## src/verilog/mst_pkg.sv

```systemverilog
// package of constants for the master/slave trigger arming block
package mst_pkg;
   // register byte offsets
   localparam logic [3:0] OFS_CTRL = 4'h0;
   localparam logic [3:0] OFS_STAT = 4'h4;
   localparam logic [3:0] OFS_PROBE = 4'h8;
   localparam logic [3:0] OFS_CHANS = 4'hC;
   // control field positions
   localparam int CTRL_RUN = 0;
   localparam int CTRL_STOP = 1;
   localparam int CTRL_MASTER = 2;
   localparam int CTRL_MODE_LO = 3;
   localparam int CTRL_FREERUN = 5;
   localparam int CTRL_SDELAY0 = 6;
   // status field positions
   localparam int ST_BUSY = 0;
   localparam int ST_ARMED = 1;
   localparam int ST_MDONE = 2;
   localparam int ST_SDONE = 3;
   localparam int ST_STATE_OK = 4;
   localparam int ST_TIMING_OK = 5;
   localparam int ST_RESULTS = 6;
   localparam int ST_MTRIG = 7;
   localparam int ST_STRIG = 8;
   localparam int ST_OVERVIEW = 9;
   // channel split
   localparam int TIMING_CH = 8;
   localparam int POD_BITS = 8;
   localparam int STATE_CH_SMALL = 27;
   localparam int STATE_CH_LARGE = 57;
   localparam logic [31:0] CTRL_RESET = 32'h0000_0000;
   // master selection
   typedef enum logic {
      MST_STATE = 1'b0,
      MST_TIMING = 1'b1
   } mst_master_t;
   // common trace mode
   typedef enum logic [1:0] {
      MST_SINGLE = 2'b00,
      MST_CONTIN = 2'b01,
      MST_COMPARE = 2'b10
   } mst_mode_t;
   // trace sequencer states
   typedef enum logic [1:0] {
      MST_IDLE = 2'b00,
      MST_MSEARCH = 2'b01,
      MST_ARMED = 2'b10,
      MST_DONE = 2'b11
   } mst_seq_t;
endpackage
```

## src/verilog/mst_arming.sv

```systemverilog
// master/slave trigger arming for combined state and timing capture
//
// Design decisions made here: the Avalon-MM slave port and the placing of the registers.
`timescale 1ns/1ps
`default_nettype none
module mst_arming #(
   parameter int STATE_CH = mst_pkg::STATE_CH_SMALL,
   parameter int PROBE_W = mst_pkg::STATE_CH_SMALL + mst_pkg::TIMING_CH + mst_pkg::POD_BITS
) (
   input wire logic clk,
   input wire logic reset_n,
   input wire logic [3:0] avs_address,
   input wire logic avs_read,
   input wire logic avs_write,
   input wire logic [31:0] avs_writedata,
   output logic [31:0] avs_readdata,
   output logic avs_waitrequest,
   input wire logic [PROBE_W-1:0] probe_in,
   input wire logic state_trig_hit,
   input wire logic timing_trig_hit,
   input wire logic state_capture_done,
   input wire logic timing_capture_done,
   output logic state_search_en,
   output logic timing_search_en,
   output logic state_trig_store,
   output logic timing_trig_store,
   output logic [STATE_CH-1:0] state_probe,
   output logic [mst_pkg::TIMING_CH-1:0] timing_probe,
   output logic results_valid,
   output logic state_data_ok,
   output logic timing_data_ok,
   output mst_pkg::mst_mode_t trace_mode,
   output logic overview_en
);
   import mst_pkg::*;

   ////////////////////////////////////////////////////////////////////
   logic [31:0] ctrl_q;
   logic [31:0] rdata_q;
   logic ack_q;
   logic start_p;
   logic stop_p;
   mst_seq_t seq_q;
   logic master_hit;
   logic slave_hit;
   logic master_done;
   logic slave_done;
   logic mdone_q;
   logic sdone_q;
   logic mtrig_q;
   logic strig_q;
   logic valid_q;
   logic sok_q;
   logic tok_q;
   logic s_store_q;
   logic t_store_q;
   logic [STATE_CH-1:0] sprobe_q;
   logic [TIMING_CH-1:0] tprobe_q;
   mst_master_t master;
   logic slave_freerun;
   logic slave_dontcare;
   logic [31:0] status;

   // one wait cycle per access, answer on the second
   assign avs_waitrequest = (avs_read | avs_write) & ~ack_q;
   assign avs_readdata = rdata_q;

   // access acknowledge
   always_ff @(posedge clk or negedge reset_n) begin
      if (!reset_n) begin
         ack_q <= 1'b0;
      end else begin
         ack_q <= (avs_read | avs_write) & ~ack_q;
      end
   end

   // control register; run and stop are self-clearing pulses
   always_ff @(posedge clk or negedge reset_n) begin
      if (!reset_n) begin
         ctrl_q <= CTRL_RESET;
      end else if (avs_write && ack_q && avs_address == OFS_CTRL) begin
         ctrl_q <= avs_writedata & 32'h0000_007C;
      end
   end

   assign start_p = avs_write & ack_q & (avs_address == OFS_CTRL) & avs_writedata[CTRL_RUN];
   assign stop_p = avs_write & ack_q & (avs_address == OFS_CTRL) & avs_writedata[CTRL_STOP];

   // a single bit selects the master, so only one can hold it
   assign master = mst_master_t'(ctrl_q[CTRL_MASTER]);
   assign trace_mode = mst_mode_t'(ctrl_q[CTRL_MODE_LO+1:CTRL_MODE_LO]);
   assign slave_freerun = ctrl_q[CTRL_FREERUN];
   assign slave_dontcare = ctrl_q[CTRL_SDELAY0];
   assign overview_en = 1'b0;

   // route trigger and completion by master role
   assign master_hit = (master == MST_STATE) ? state_trig_hit : timing_trig_hit;
   assign slave_hit = (master == MST_STATE) ? timing_trig_hit : state_trig_hit;
   assign master_done = (master == MST_STATE) ? state_capture_done : timing_capture_done;
   assign slave_done = (master == MST_STATE) ? timing_capture_done : state_capture_done;

   ////////////////////////////////////////////////////////////////////
   // trace sequencer
   always_ff @(posedge clk or negedge reset_n) begin
      if (!reset_n) begin
         seq_q <= MST_IDLE;
      end else begin
         case (seq_q)
            MST_IDLE: begin
               if (start_p) begin
                  seq_q <= MST_MSEARCH;
               end
            end
            MST_MSEARCH: begin
               if (stop_p) begin
                  seq_q <= MST_DONE;
               end else if (master_hit) begin
                  seq_q <= MST_ARMED;
               end
            end
            MST_ARMED: begin
               if (stop_p || (mdone_q && sdone_q)) begin
                  seq_q <= MST_DONE;
               end
            end
            MST_DONE: begin
               if (start_p) begin
                  seq_q <= MST_MSEARCH;
               end else if (trace_mode == MST_CONTIN && !stop_p) begin
                  seq_q <= MST_MSEARCH;
               end
            end
            default: begin
               seq_q <= MST_IDLE;
            end
         endcase
      end
   end

   // search enables: slave held off until armed
   always_comb begin
      state_search_en = 1'b0;
      timing_search_en = 1'b0;
      if (seq_q == MST_MSEARCH) begin
         if (master == MST_STATE) begin
            state_search_en = 1'b1;
         end else begin
            timing_search_en = 1'b1;
         end
      end else if (seq_q == MST_ARMED) begin
         state_search_en = (master == MST_STATE) ? ~mtrig_q : ~strig_q;
         timing_search_en = (master == MST_STATE) ? ~strig_q : ~mtrig_q;
      end
   end

   // trigger and completion tracking, cleared at every new trace
   always_ff @(posedge clk or negedge reset_n) begin
      if (!reset_n) begin
         mtrig_q <= 1'b0;
         strig_q <= 1'b0;
         mdone_q <= 1'b0;
         sdone_q <= 1'b0;
      end else if ((seq_q == MST_IDLE && start_p) || (seq_q == MST_DONE &&
                   (start_p || (trace_mode == MST_CONTIN && !stop_p)))) begin
         // only where the sequencer really starts a new trace
         mtrig_q <= 1'b0;
         strig_q <= 1'b0;
         mdone_q <= 1'b0;
         sdone_q <= 1'b0;
      end else begin
         if (seq_q == MST_MSEARCH && master_hit) begin
            mtrig_q <= 1'b1;
            if (slave_freerun || slave_dontcare) begin
               strig_q <= 1'b1;
            end
         end
         if (seq_q == MST_ARMED && slave_hit) begin
            strig_q <= 1'b1;
         end
         if (seq_q == MST_ARMED && master_done) begin
            mdone_q <= 1'b1;
         end
         if (seq_q == MST_ARMED && slave_done && strig_q) begin
            sdone_q <= 1'b1;
         end
      end
   end

   // trigger store strobes; master store timed by its own delay logic
   always_ff @(posedge clk or negedge reset_n) begin
      if (!reset_n) begin
         s_store_q <= 1'b0;
         t_store_q <= 1'b0;
      end else begin
         s_store_q <= 1'b0;
         t_store_q <= 1'b0;
         if (seq_q == MST_MSEARCH && master_hit && (slave_freerun || slave_dontcare)) begin
            // slave stores at arming, ahead of a delayed master
            if (master == MST_STATE) begin
               t_store_q <= 1'b1;
            end else begin
               s_store_q <= 1'b1;
            end
         end else if (seq_q == MST_ARMED && slave_hit && !strig_q) begin
            if (master == MST_STATE) begin
               t_store_q <= 1'b1;
            end else begin
               s_store_q <= 1'b1;
            end
         end
      end
   end
   assign state_trig_store = s_store_q;
   assign timing_trig_store = t_store_q;

   // results release: both done, or stop with partial data
   always_ff @(posedge clk or negedge reset_n) begin
      if (!reset_n) begin
         valid_q <= 1'b0;
         sok_q <= 1'b0;
         tok_q <= 1'b0;
      end else if (seq_q == MST_MSEARCH && !stop_p) begin
         valid_q <= 1'b0;
         sok_q <= 1'b0;
         tok_q <= 1'b0;
      end else if (seq_q == MST_ARMED && mdone_q && sdone_q) begin
         valid_q <= 1'b1;
         sok_q <= 1'b1;
         tok_q <= 1'b1;
      end else if ((seq_q == MST_ARMED || seq_q == MST_MSEARCH) && stop_p) begin
         valid_q <= 1'b1;
         sok_q <= (master == MST_STATE) ? mdone_q : sdone_q;
         tok_q <= (master == MST_STATE) ? sdone_q : mdone_q;
      end
   end
   assign results_valid = valid_q;
   assign state_data_ok = sok_q;
   assign timing_data_ok = tok_q;

   ////////////////////////////////////////////////////////////////////
   // probe split: timing pod, dropped lowest pod, state channels
   always_ff @(posedge clk or negedge reset_n) begin
      if (!reset_n) begin
         tprobe_q <= '0;
         sprobe_q <= '0;
      end else begin
         tprobe_q <= probe_in[PROBE_W-1 -: TIMING_CH];
         sprobe_q <= probe_in[POD_BITS +: STATE_CH];
      end
   end
   assign timing_probe = tprobe_q;
   assign state_probe = sprobe_q;

   ////////////////////////////////////////////////////////////////////
   // status and register reads
   always_comb begin
      status = '0;
      status[ST_BUSY] = (seq_q == MST_MSEARCH) || (seq_q == MST_ARMED);
      status[ST_ARMED] = (seq_q == MST_ARMED);
      status[ST_MDONE] = mdone_q;
      status[ST_SDONE] = sdone_q;
      status[ST_STATE_OK] = sok_q;
      status[ST_TIMING_OK] = tok_q;
      status[ST_RESULTS] = valid_q;
      status[ST_MTRIG] = mtrig_q;
      status[ST_STRIG] = strig_q;
      status[ST_OVERVIEW] = overview_en;
   end

   always_ff @(posedge clk or negedge reset_n) begin
      if (!reset_n) begin
         rdata_q <= '0;
      end else if (avs_read && !ack_q) begin
         case (avs_address)
            OFS_CTRL: rdata_q <= ctrl_q;
            OFS_STAT: rdata_q <= status;
            OFS_PROBE: rdata_q <= {{(32-TIMING_CH){1'b0}}, tprobe_q};
            OFS_CHANS: rdata_q <= {16'h0000, 8'(TIMING_CH), 8'(STATE_CH)};
            default: rdata_q <= 32'h0000_0000;
         endcase
      end
   end

   ////////////////////////////////////////////////////////////////////
   // assertions
   a_slave_held_off: assert property (@(posedge clk) disable iff (!reset_n)
      (seq_q == MST_MSEARCH) |-> ((master == MST_STATE) ? !timing_search_en : !state_search_en))
      else $error("slave searching before arming");
   a_master_arms_slave: assert property (@(posedge clk) disable iff (!reset_n)
      (seq_q == MST_MSEARCH && master_hit && !stop_p) |=> (seq_q == MST_ARMED))
      else $error("master trigger did not arm slave");
   a_freerun_trig: assert property (@(posedge clk) disable iff (!reset_n)
      (seq_q == MST_MSEARCH && master_hit && slave_freerun) |=> strig_q)
      else $error("free-running slave not triggered");
   a_dontcare_store: assert property (@(posedge clk) disable iff (!reset_n)
      (seq_q == MST_MSEARCH && master_hit && slave_dontcare) |=>
      (state_trig_store || timing_trig_store))
      else $error("slave trigger not stored at arming");
   a_results_held: assert property (@(posedge clk) disable iff (!reset_n)
      (results_valid && state_data_ok && timing_data_ok) |-> $past(seq_q) != MST_IDLE)
      else $error("results released from idle");
   a_stop_partial: assert property (@(posedge clk) disable iff (!reset_n)
      (seq_q == MST_ARMED && stop_p && !(mdone_q && sdone_q)) |=>
      (results_valid && !(state_data_ok && timing_data_ok)))
      else $error("stop did not mark incomplete data");
   a_no_overview: assert property (@(posedge clk) disable iff (!reset_n) !overview_en)
      else $error("overview enabled");
   a_new_trace_clear: assert property (@(posedge clk) disable iff (!reset_n)
      (seq_q == MST_DONE && start_p) |=> (!strig_q && !mtrig_q && seq_q == MST_MSEARCH))
      else $error("arming not cleared at new trace");
endmodule
`default_nettype wire

```

## config.mk

```make
export PLATFORM = sky130hd
export DESIGN_NAME = mst_arming
export DESIGN_NICKNAME = d
export VERILOG_FILES = /design/src/verilog/mst_pkg.sv /design/src/verilog/mst_arming.sv
export SDC_FILE = /design/constraint.sdc
export NUM_CORES = 1
export LEC_CHECK = 0
export BUFFER_PORTS_ARGS = -buffer_cell sky130_fd_sc_hd__buf_2
export CORE_MARGIN = 3
export CORE_UTILIZATION = 42
export CTS_CLUSTER_DIAMETER = 40
export DETAILED_ROUTE_END_ITERATION = 8
export PLACE_DENSITY = 0.83
export SLEW_MARGIN = 20
export SYNTH_ARGS = -nofsm -noshare
export SYNTH_HDL_FRONTEND = slang
export SYNTH_SLANG_ARGS = --single-unit
```

## constraint.sdc

```tcl
create_clock -name clk -period 2.15 [get_ports clk]
set_clock_uncertainty 0.05 [all_clocks]
set_input_delay 0.1075 -clock clk [delete_from_list [all_inputs] [get_ports clk]]
set_output_delay 0.1075 -clock clk [all_outputs]
set_load 0.03 [all_outputs]
```

After elaboration in Yosys (flattened, before gate mapping) --
Index checks and enable logic that the tools add are counted.
Word-level totals: register bits 84, latch bits 0, logic and storage cells 116, memories kept 0, memory bits (writable) 0, output and inout bits 78, input bits 87, bits in read-only memories 0
Cells by class: div/mod/pow operators 0, order comparisons 0, shift operators 0, eq/ne operators 11, bitwise operators 9, multiplexer cells 45, $add $sub $neg 0, $mul 0, reduce and logical (&&, ||, !) cells 36
Operator list (number):
- $pmux 12 s4 | 1
- $mux 1 | 37
- $logic_and 1x1->1 | 18
- $mux 2 | 6
- $reduce_bool 3->1 | 3
- $eq 4x4->1 const B | 2
- $pmux 2 s4 | 1
- $ne 3x3->1 const B | 2
- $reduce_bool 2->1 | 3
- $and 1x1->1 | 5
- $logic_or 1x1->1 | 5
- $eq 2x1->1 const B | 2
- $eq 2x2->1 const B | 2
- $eq 4x3->1 const B | 1
- $logic_not 4->1 | 1
- $reduce_and 4->1 | 1
- $logic_not 1->1 | 3
- $not 1->1 | 3
- $logic_not 2->1 | 1
- $ne 2x1->1 const B | 1
- $ne 2x2->1 const B | 1
- $reduce_and 2->1 | 1
- $or 1x1->1 | 1

Depth between registers and ports, before layout --
Gate-level depths: netlist of the first run.
depth after elaboration 10, gate-level depth with buffers 6

Least setup slack after synthesis of the first run --
No wires, ideal clock.
path kind register to output, from reg seq_q[0], to out state_search_en, setup slack 0.294 ns, arrival time 1.698 ns, stages on the path, launching flop included 6, cell sequence dfrtp_1 > inv_1 > ha_1 > clkbuf_1 > a21oi_1 > o21ai_0
On the way: longest elaborated chain between the ends 3
Ends and longest elaborated chain:
- start, declared | line mst_arming.sv:43 | mst_seq_t seq_q;
- start signal, assigned | line mst_arming.sv:106 | seq_q <= MST_IDLE;
- start signal, assigned | line mst_arming.sv:111 | seq_q <= MST_MSEARCH;
- start signal, assigned | line mst_arming.sv:116 | seq_q <= MST_DONE;
- $eq 2x2->1 | line mst_arming.sv:150 | end else if (seq_q == MST_ARMED) begin
- $mux 1 | line mst_arming.sv:150
- $mux 1 * | line mst_arming.sv:144 | if (seq_q == MST_MSEARCH) begin
- end, declared | line mst_arming.sv:23 | output logic state_search_en,
Mark *: on every way between the ends. The rest lies on a longest branch, timed or not.

Final worst setup path of the first run --
from in avs_read, to out avs_waitrequest
On the way: longest elaborated chain between the ends 2
Ends and longest elaborated chain:
- start, declared | line mst_arming.sv:13 | input wire logic avs_read,
- $or 1x1->1 | line mst_arming.sv:65 | assign avs_waitrequest = (avs_read | avs_write) & ~ack_q;
- $and 1x1->1 | line mst_arming.sv:65
- end, declared | line mst_arming.sv:17 | output logic avs_waitrequest,
No other way between the ends.

==> run_results.csv, run 1 <==
group,metric,value,unit
setup_path,r2r_slack,0.35,ns
synth,synth_area_leader_cell,"dfrtp_1",
final_layout,areaGrowthSynthToFinish,46.7,%
final_layout,n_fill_cell,434,
synth,synth_xor_area_share,0,%
cts,cts_tree,"yes",
flow_run,maxCapViolCount,0,
synth,muxShareOfSynthArea,9.01,%
cts,cts_buffers,9,
floorplanning,die_h,83.1,um
synth,synth.most_common_cell,"dfrtp_1",
cts,htreeDepth,3,
cts,post-cts-setup-buffers,0,
grt,grt_pass1_wl,10000,um
floorplanning,num_io_pins,165,
cts,worstSkewPairLatency,0.33,ns
route,wl_per_cell,14.3,um
placement,dp.cells,377,
sta,fmax,0.543,GHz
cts,clock_path_buffers,2,
synth,yosys.area.top_type_share,62.1,%
setup_path,cp-end-kind,"output pin",
hold_path,hp-class,"input port to flip-flop",
floorplanning,start_util,44.3,%
grt,overflow,0,
setup_path,critPathKind,"input port to output pin",
power,p_int,2.36,mW
power,peakVddDrop,0.704,mV
setup_path,critical_path.top_delay_family,"buffers and inverters",
synth,synth_compound_area_share,9.41,%
power,p_per_area,999,nW/um^2
cts,root_buffer,"clkbuf_8",
setup_path,critPathSlowestCell,"dlygate4sd3_1",
synth,yosys-top-cells-count,"dfrtp_1 (62), buf_4 (25), nand2_1 (19)",
route,drt-total-wl,6230,um
sta,tightest_slew,0.774,ns
final_layout,n_antenna_cell,0,
synth,synth-seq-cells,62,
synth,synthAdderAreaFrac,2.00,%
synth,yosys.area_share.simple,8.31,%
route,route.antenna.remaining_nets,0,
synth,synth_top_family_by_area,"compound AO/OA/AOI/OAI gates",
power,p_leak,1.88,nW
route,drtIter0Drc,88,
synth,yosysUniqueCellTypes,33,
synth,synthArstFlopShare,100,%
floorplanning,fp.dieW,83.1,um
floorplanning,fp.coreArea,5640,sq um
floorplanning,dieArea,6910,sq um
cts,cts.reportedPaths.clkPinSlew,0.07,ns
cts,cts.sink_count,62,
sta,rsz0062_at_grt,"no",
sta,drv_slew,0,
synth,synth_area_leaders,"dfrtp_1 (62%), buf_4 (7.5%), mux2_2 (4.5%), mux2i_1 (3.6%), nand2_1 (2.9%)",
synth,yosysSeqAreaShare,62.1,%
power,combPwrFrac,32.2,%
sta,fin_tns_setup,0,ns
setup_path,startpoint_type,"input port",
route,dr_wl_met2,3190,um
power,clkPwrFrac,27.6,%
setup_path,crit_buf_inv,4,
sta,min_period_over_period,85.6,%
route,top_layer,"met4",
synth,ys.flop_type,"dfrtp_1",
sta,finalCriticalPeriod,1.84,ns
setup_path,cp.required,1.99,ns
power,p_seq_share,40.2,%
placement,io_buffers,108,
setup_path,slowest_delay,0.56,ns
route,drc,0,
placement,hpwl,4300,um
synth,syn_area,2500,sq um
sta,finalHoldViolations,0,
route,dr_wl_met3,515,um
final_layout,register_area,1550,sq um
synth,synth.avg_cell_area,12.4,sq um
synth,yosys_warnings,0,
sta,setup_viol,0,
setup_path,path_cells,"dlygate4sd3_1 -> buf_2 -> nor2_1 -> dlygate4sd3_1 -> nor2_1 -> buf_2",
sta,slew_headroom,48.0,%
route,met1_length,2430,um
grt,grt_antenna_before_repair,0,
synth,netlist_instances,201,
route,drt_pass1_iterations,4,
power,switchingPower,1.30,mW
route,num_vias,2022,
outcome,status,"completed",
final_layout,drive_gt1_share,38.7,%
setup_path,crit_arrival,1.68,ns
route,vias_per_cell,4.64,
setup_path,critPathMaxFanout,2,
grt,grt_max_degree,28,
final_layout,fin_cells,436,
synth,synth_edf_count,0,
grt,first_global_vias,2114,
placement,place.gp.congestion,0.736,
floorplanning,fp-row-count,27,
final_layout,multiInputGateArea,807,sq um
final_layout,fin_nets,450,
grt,track_usage,18.5,%
power,switching_share,35.4,%
-- sequential cells by signal (all words and copies together) (netlist names) --
signal,flops
strig_q,1
timing_trig_store,1
ack_q,1
state_probe,27
mdone_q,1
state_data_ok,1
sdone_q,1
ctrl_q,5
avs_readdata,10
state_trig_store,1
timing_probe,8
results_valid,1
timing_data_ok,1
mtrig_q,1
seq_q,2
-- area by class of cell --
type,count,share of cell area (%)
Timing Repair Buffer,155,27.3
Clock buffer,11,3.86
Clock inverter,5,1.54
Sequential cell,62,42.3
Tap cell,72,2.46
Multi-Input combinational cell,126,22.0
Inverter,5,0.512
-- logic make-up after synthesis --
group                      after synthesis
and+or+nand+nor                         45
AOI/OAI and AO/OA                       33
DFF                                     62
buffers and inverters                   35
other                                    1
muxes                                   21
adders and majority gates                4
-- per-layer routing --
metal | vias up | GRT usage (%)
met5 | - | 0
met4 | 0 | 6.69
met3 | 9 | 6.55
met2 | 100 | 31.9
met1 | 953 | 21.2
li1 | 960 | -
-- power groups by stage --
stage / logic (mW) / registers [mW] / clock network [mW]
after global placement: 1.08 / 1.48 / 0
final: 1.18 / 1.47 / 1.01
after floorplan: 0.671 / 1.63 / 0
after CTS: 1.17 / 1.47 / 1.03
after detailed placement: 1.11 / 1.49 / 0
after global routing: 1.27 / 1.50 / 1.08
-- tightest hold or removal path: cells and delay by family --
| family | cells | cell delay [ns] |
|---|---|---|
| mux | 1 | 0.13 |
| compound gates | 1 | 0.06 |
| buf+inv | 1 | 0.09 |
| simple gates | 1 | 0.08 |
-- metrics by stage --
step | area [sq um] | hold slack (ns) | util (%) | setup slack (ns) | power, mW
after global routing | 3670 | 0.134 | 65.0 | 0.152 | 3.85
after CTS | 3660 | 0.0827 | 64.9 | 0.220 | 3.67
final | 3670 | 0.114 | 65.0 | 0.309 | 3.66
after detailed placement | 3040 | -0.0815 | 53.8 | 0.375 | 2.60
after floorplan | 2580 | -0.238 | - | 0.294 | 2.30
after global placement | 3040 | -0.0834 | 53.8 | 0.414 | 2.56
-- final timing paths --
check | startpoint | to | depth (start not counted)
max reg2reg | seq_q[1] | state_data_ok | 5
min in group asynchronous | reset_n | ack_q | 2
min | state_capture_done | mdone_q | 4
max in group asynchronous | reset_n | ctrl_q[4] | 3
max | avs_read | avs_waitrequest | 6
min reg2reg | ack_q | ack_q | 1
-- cell usage in the layout, fill, tap and decap left out, types with 2 or more instances in the layout --
| cell | n |
|---|---|
| nand2b_1 | 2 |
| nand3_1 | 2 |
| clkbuf_8 | 10 |
| o221ai_1 | 2 |
| clkinv_2 | 2 |
| nor2b_1 | 2 |
| mux2i_1 | 9 |
| ha_1 | 3 |
| mux2_1 | 2 |
| buf_2 | 108 |
| dfrtp_1 | 62 |
| dlygate4sd3_1 | 43 |
| inv_1 | 5 |
| buf_4 | 4 |
| o21ai_0 | 11 |
| nor2_1 | 15 |
| a22o_1 | 6 |
| a21oi_1 | 4 |
| mux2_2 | 10 |
| nand2_1 | 19 |
| conb_1 | 23 |
-- timing repair --
action | in CTS | in global routing
hold buffers | 43 | 0
endpoints found under the setup margin | 0 | 1
resized for setup | 0 | 1
endpoints found under the hold margin | 103 | 0
Note: power is estimated with default switching activity, not from simulation.
==> inputs of run 2 (changes only) <==
--- a/config.mk
+++ b/config.mk
@@ -11,6 +11,7 @@
 export CTS_CLUSTER_DIAMETER = 40
 export DETAILED_ROUTE_END_ITERATION = 8
 export PLACE_DENSITY = 0.83
+export RECOVER_POWER = 50
 export SLEW_MARGIN = 20
 export SYNTH_ARGS = -nofsm -noshare
 export SYNTH_HDL_FRONTEND = slang
==> run_results.csv, run 2 (synthesized netlist as in run 1, its figures left out) <==
group,metric,value,unit
final_layout,layout_commonest_cell,"buf_2",
cts,cts_buffers,9,
sta,setup_viol,0,
cts,worstSkewPairLatency,0.33,ns
route,drc,0,
final_layout,n_antenna_cell,0,
hold_path,min_from,"state_capture_done",
route,drtIter0Drc,72,
power,peakVddDrop,0.687,mV
placement,placedInstanceArea,3040,sq um
route,drt_pass1_iterations,6,
cts,clock_path_buffers,2,
route,wl_per_cell,14.3,um
floorplanning,fp.coreArea,5640,sq um
hold_path,min_path_cells,4,
floorplanning,dieArea,6910,sq um
grt,track_usage,18.5,%
route,vias_per_cell,4.62,
setup_path,reg2reg_to,"state_data_ok",
sta,fin_tns_setup,0,ns
placement,hpwl,4300,um
grt,grt_pass1_wl,10000,um
grt,grt_antenna_before_repair,0,
setup_path,critPathMaxFanout,2,
power,p_leak,1.87,nW
power,power,3.66,mW
cts,htreeDepth,3,
sta,finalCriticalPeriod,1.84,ns
sta,drv_slew,0,
floorplanning,fp.dieW,83.1,um
route,route.antenna.remaining_nets,0,
setup_path,r2r_slack,0.36,ns
final_layout,largest_register_ffs,27,
setup_path,crit_arrival,1.69,ns
floorplanning,fp-row-count,27,
cts,post-cts-setup-buffers,0,
cts,root_buffer,"clkbuf_8",
outcome,status,"completed",
setup_path,r2r-start,"seq_q[1]",
grt,overflow,0,
sta,min_period_over_period,85.8,%
floorplanning,die_h,83.1,um
setup_path,reg2reg_depth,5,
setup_path,critPathKind,"input port to output pin",
hold_path,min_to,"mdone_q",
floorplanning,start_util,44.3,%
final_layout,drive_gt1_share,38.5,%
sta,finalHoldViolations,0,
route,drt-total-wl,6230,um
final_layout,mostFrequentLayoutCells,"buf_2 (107), dfrtp_1 (62), dlygate4sd3_1 (43), conb_1 (23), nand2_1 (19)",
final_layout,design_area,3660,sq um
sta,hold_slack,0.114,ns
floorplanning,num_io_pins,165,
final_layout,areaGrowthSynthToFinish,46.5,%
final_layout,fin_nets,450,
sta,rsz0062_at_grt,"no",
placement,io_buffers,108,
power,p_per_area,1000,nW/um^2
cts,cts.reportedPaths.clkPinSlew,0.07,ns
sta,tightest_slew,0.755,ns
hold_path,hp-class,"input port to flip-flop",
setup_path,cp.required,1.99,ns
grt,grt_max_degree,28,
route,num_vias,2016,
cts,cts.sink_count,62,
sta,slew_headroom,49.2,%
setup_path,startpoint_type,"input port",
setup_path,cp-end-kind,"output pin",
flow_run,maxCapViolCount,0,
cts,cts_tree,"yes",
placement,place.gp.congestion,0.736,
sta,fmax,0.542,GHz
grt,first_global_vias,2114,
==> run 2: layout make-up <==
type,instances,area [sq um]
fillers,436,1980
repair buffers,155,995
inverters,5,18.8
flip-flops and latches,62,1550
clock buffers,11,141
multi-input cells,126,807
clock inverters,5,56.3
well taps,72,90.1
==> run 2: timing repair <==
action                                  4_1_cts  5_1_grt
hold buffers                                 43        0
endpoints found under the hold margin       103        0
endpoints found under the setup margin        0        1
gates resized for setup                       0        1
==> run 2: metrics by stage <==
step                setup slack [ns]  cells  util, %
floorplan                      0.294    223        -
global placement               0.414    377     53.8
detailed placement             0.375    377     53.8
CTS                            0.220    436     64.9
global route                   0.152    436     64.9
finish                         0.305    436     64.9
==> run 2: worst max-delay path, stage by stage <==
cell and delay, ns:
dlygate4sd3_1 0.52, buf_2 0.11, nor2_1 0.04, dlygate4sd3_1 0.56
nor2_1 0.13, buf_2 0.22
==> run 2: worst max path at each step <==
stage             start               to  slack, ns
2_1_floorplan  seq_q[0]  state_search_en       0.29
3_3_place_gp   seq_q[1]    state_data_ok       0.41
3_5_place_dp   seq_q[1]    state_data_ok       0.38
4_1_cts        seq_q[0]  state_search_en       0.22
5_1_grt        seq_q[0]  state_search_en       0.15
6_report       avs_read  avs_waitrequest       0.31
==> run 2: layer usage <==
| metal | track usage, % | vias up | wire length [um] |
|---|---|---|---|
| met3 | 6.55 | 9 | 493 |
| met2 | 31.9 | 96 | 3180 |
| met4 | 6.69 | 0 | 92 |
| met1 | 21.2 | 951 | 2460 |
| li1 | - | 960 | - |
| met5 | 0 | - | 0 |
==> run 2: power by group <==
group / leakage (nW) / internal (mW) / total (mW) / switching [mW]
clock network: 0.0997 / 0.567 / 1.01 / 0.440
logic: 1.03 / 0.464 / 1.18 / 0.713
registers: 0.748 / 1.33 / 1.47 / 0.142
total: 1.87 / 2.36 / 3.66 / 1.29
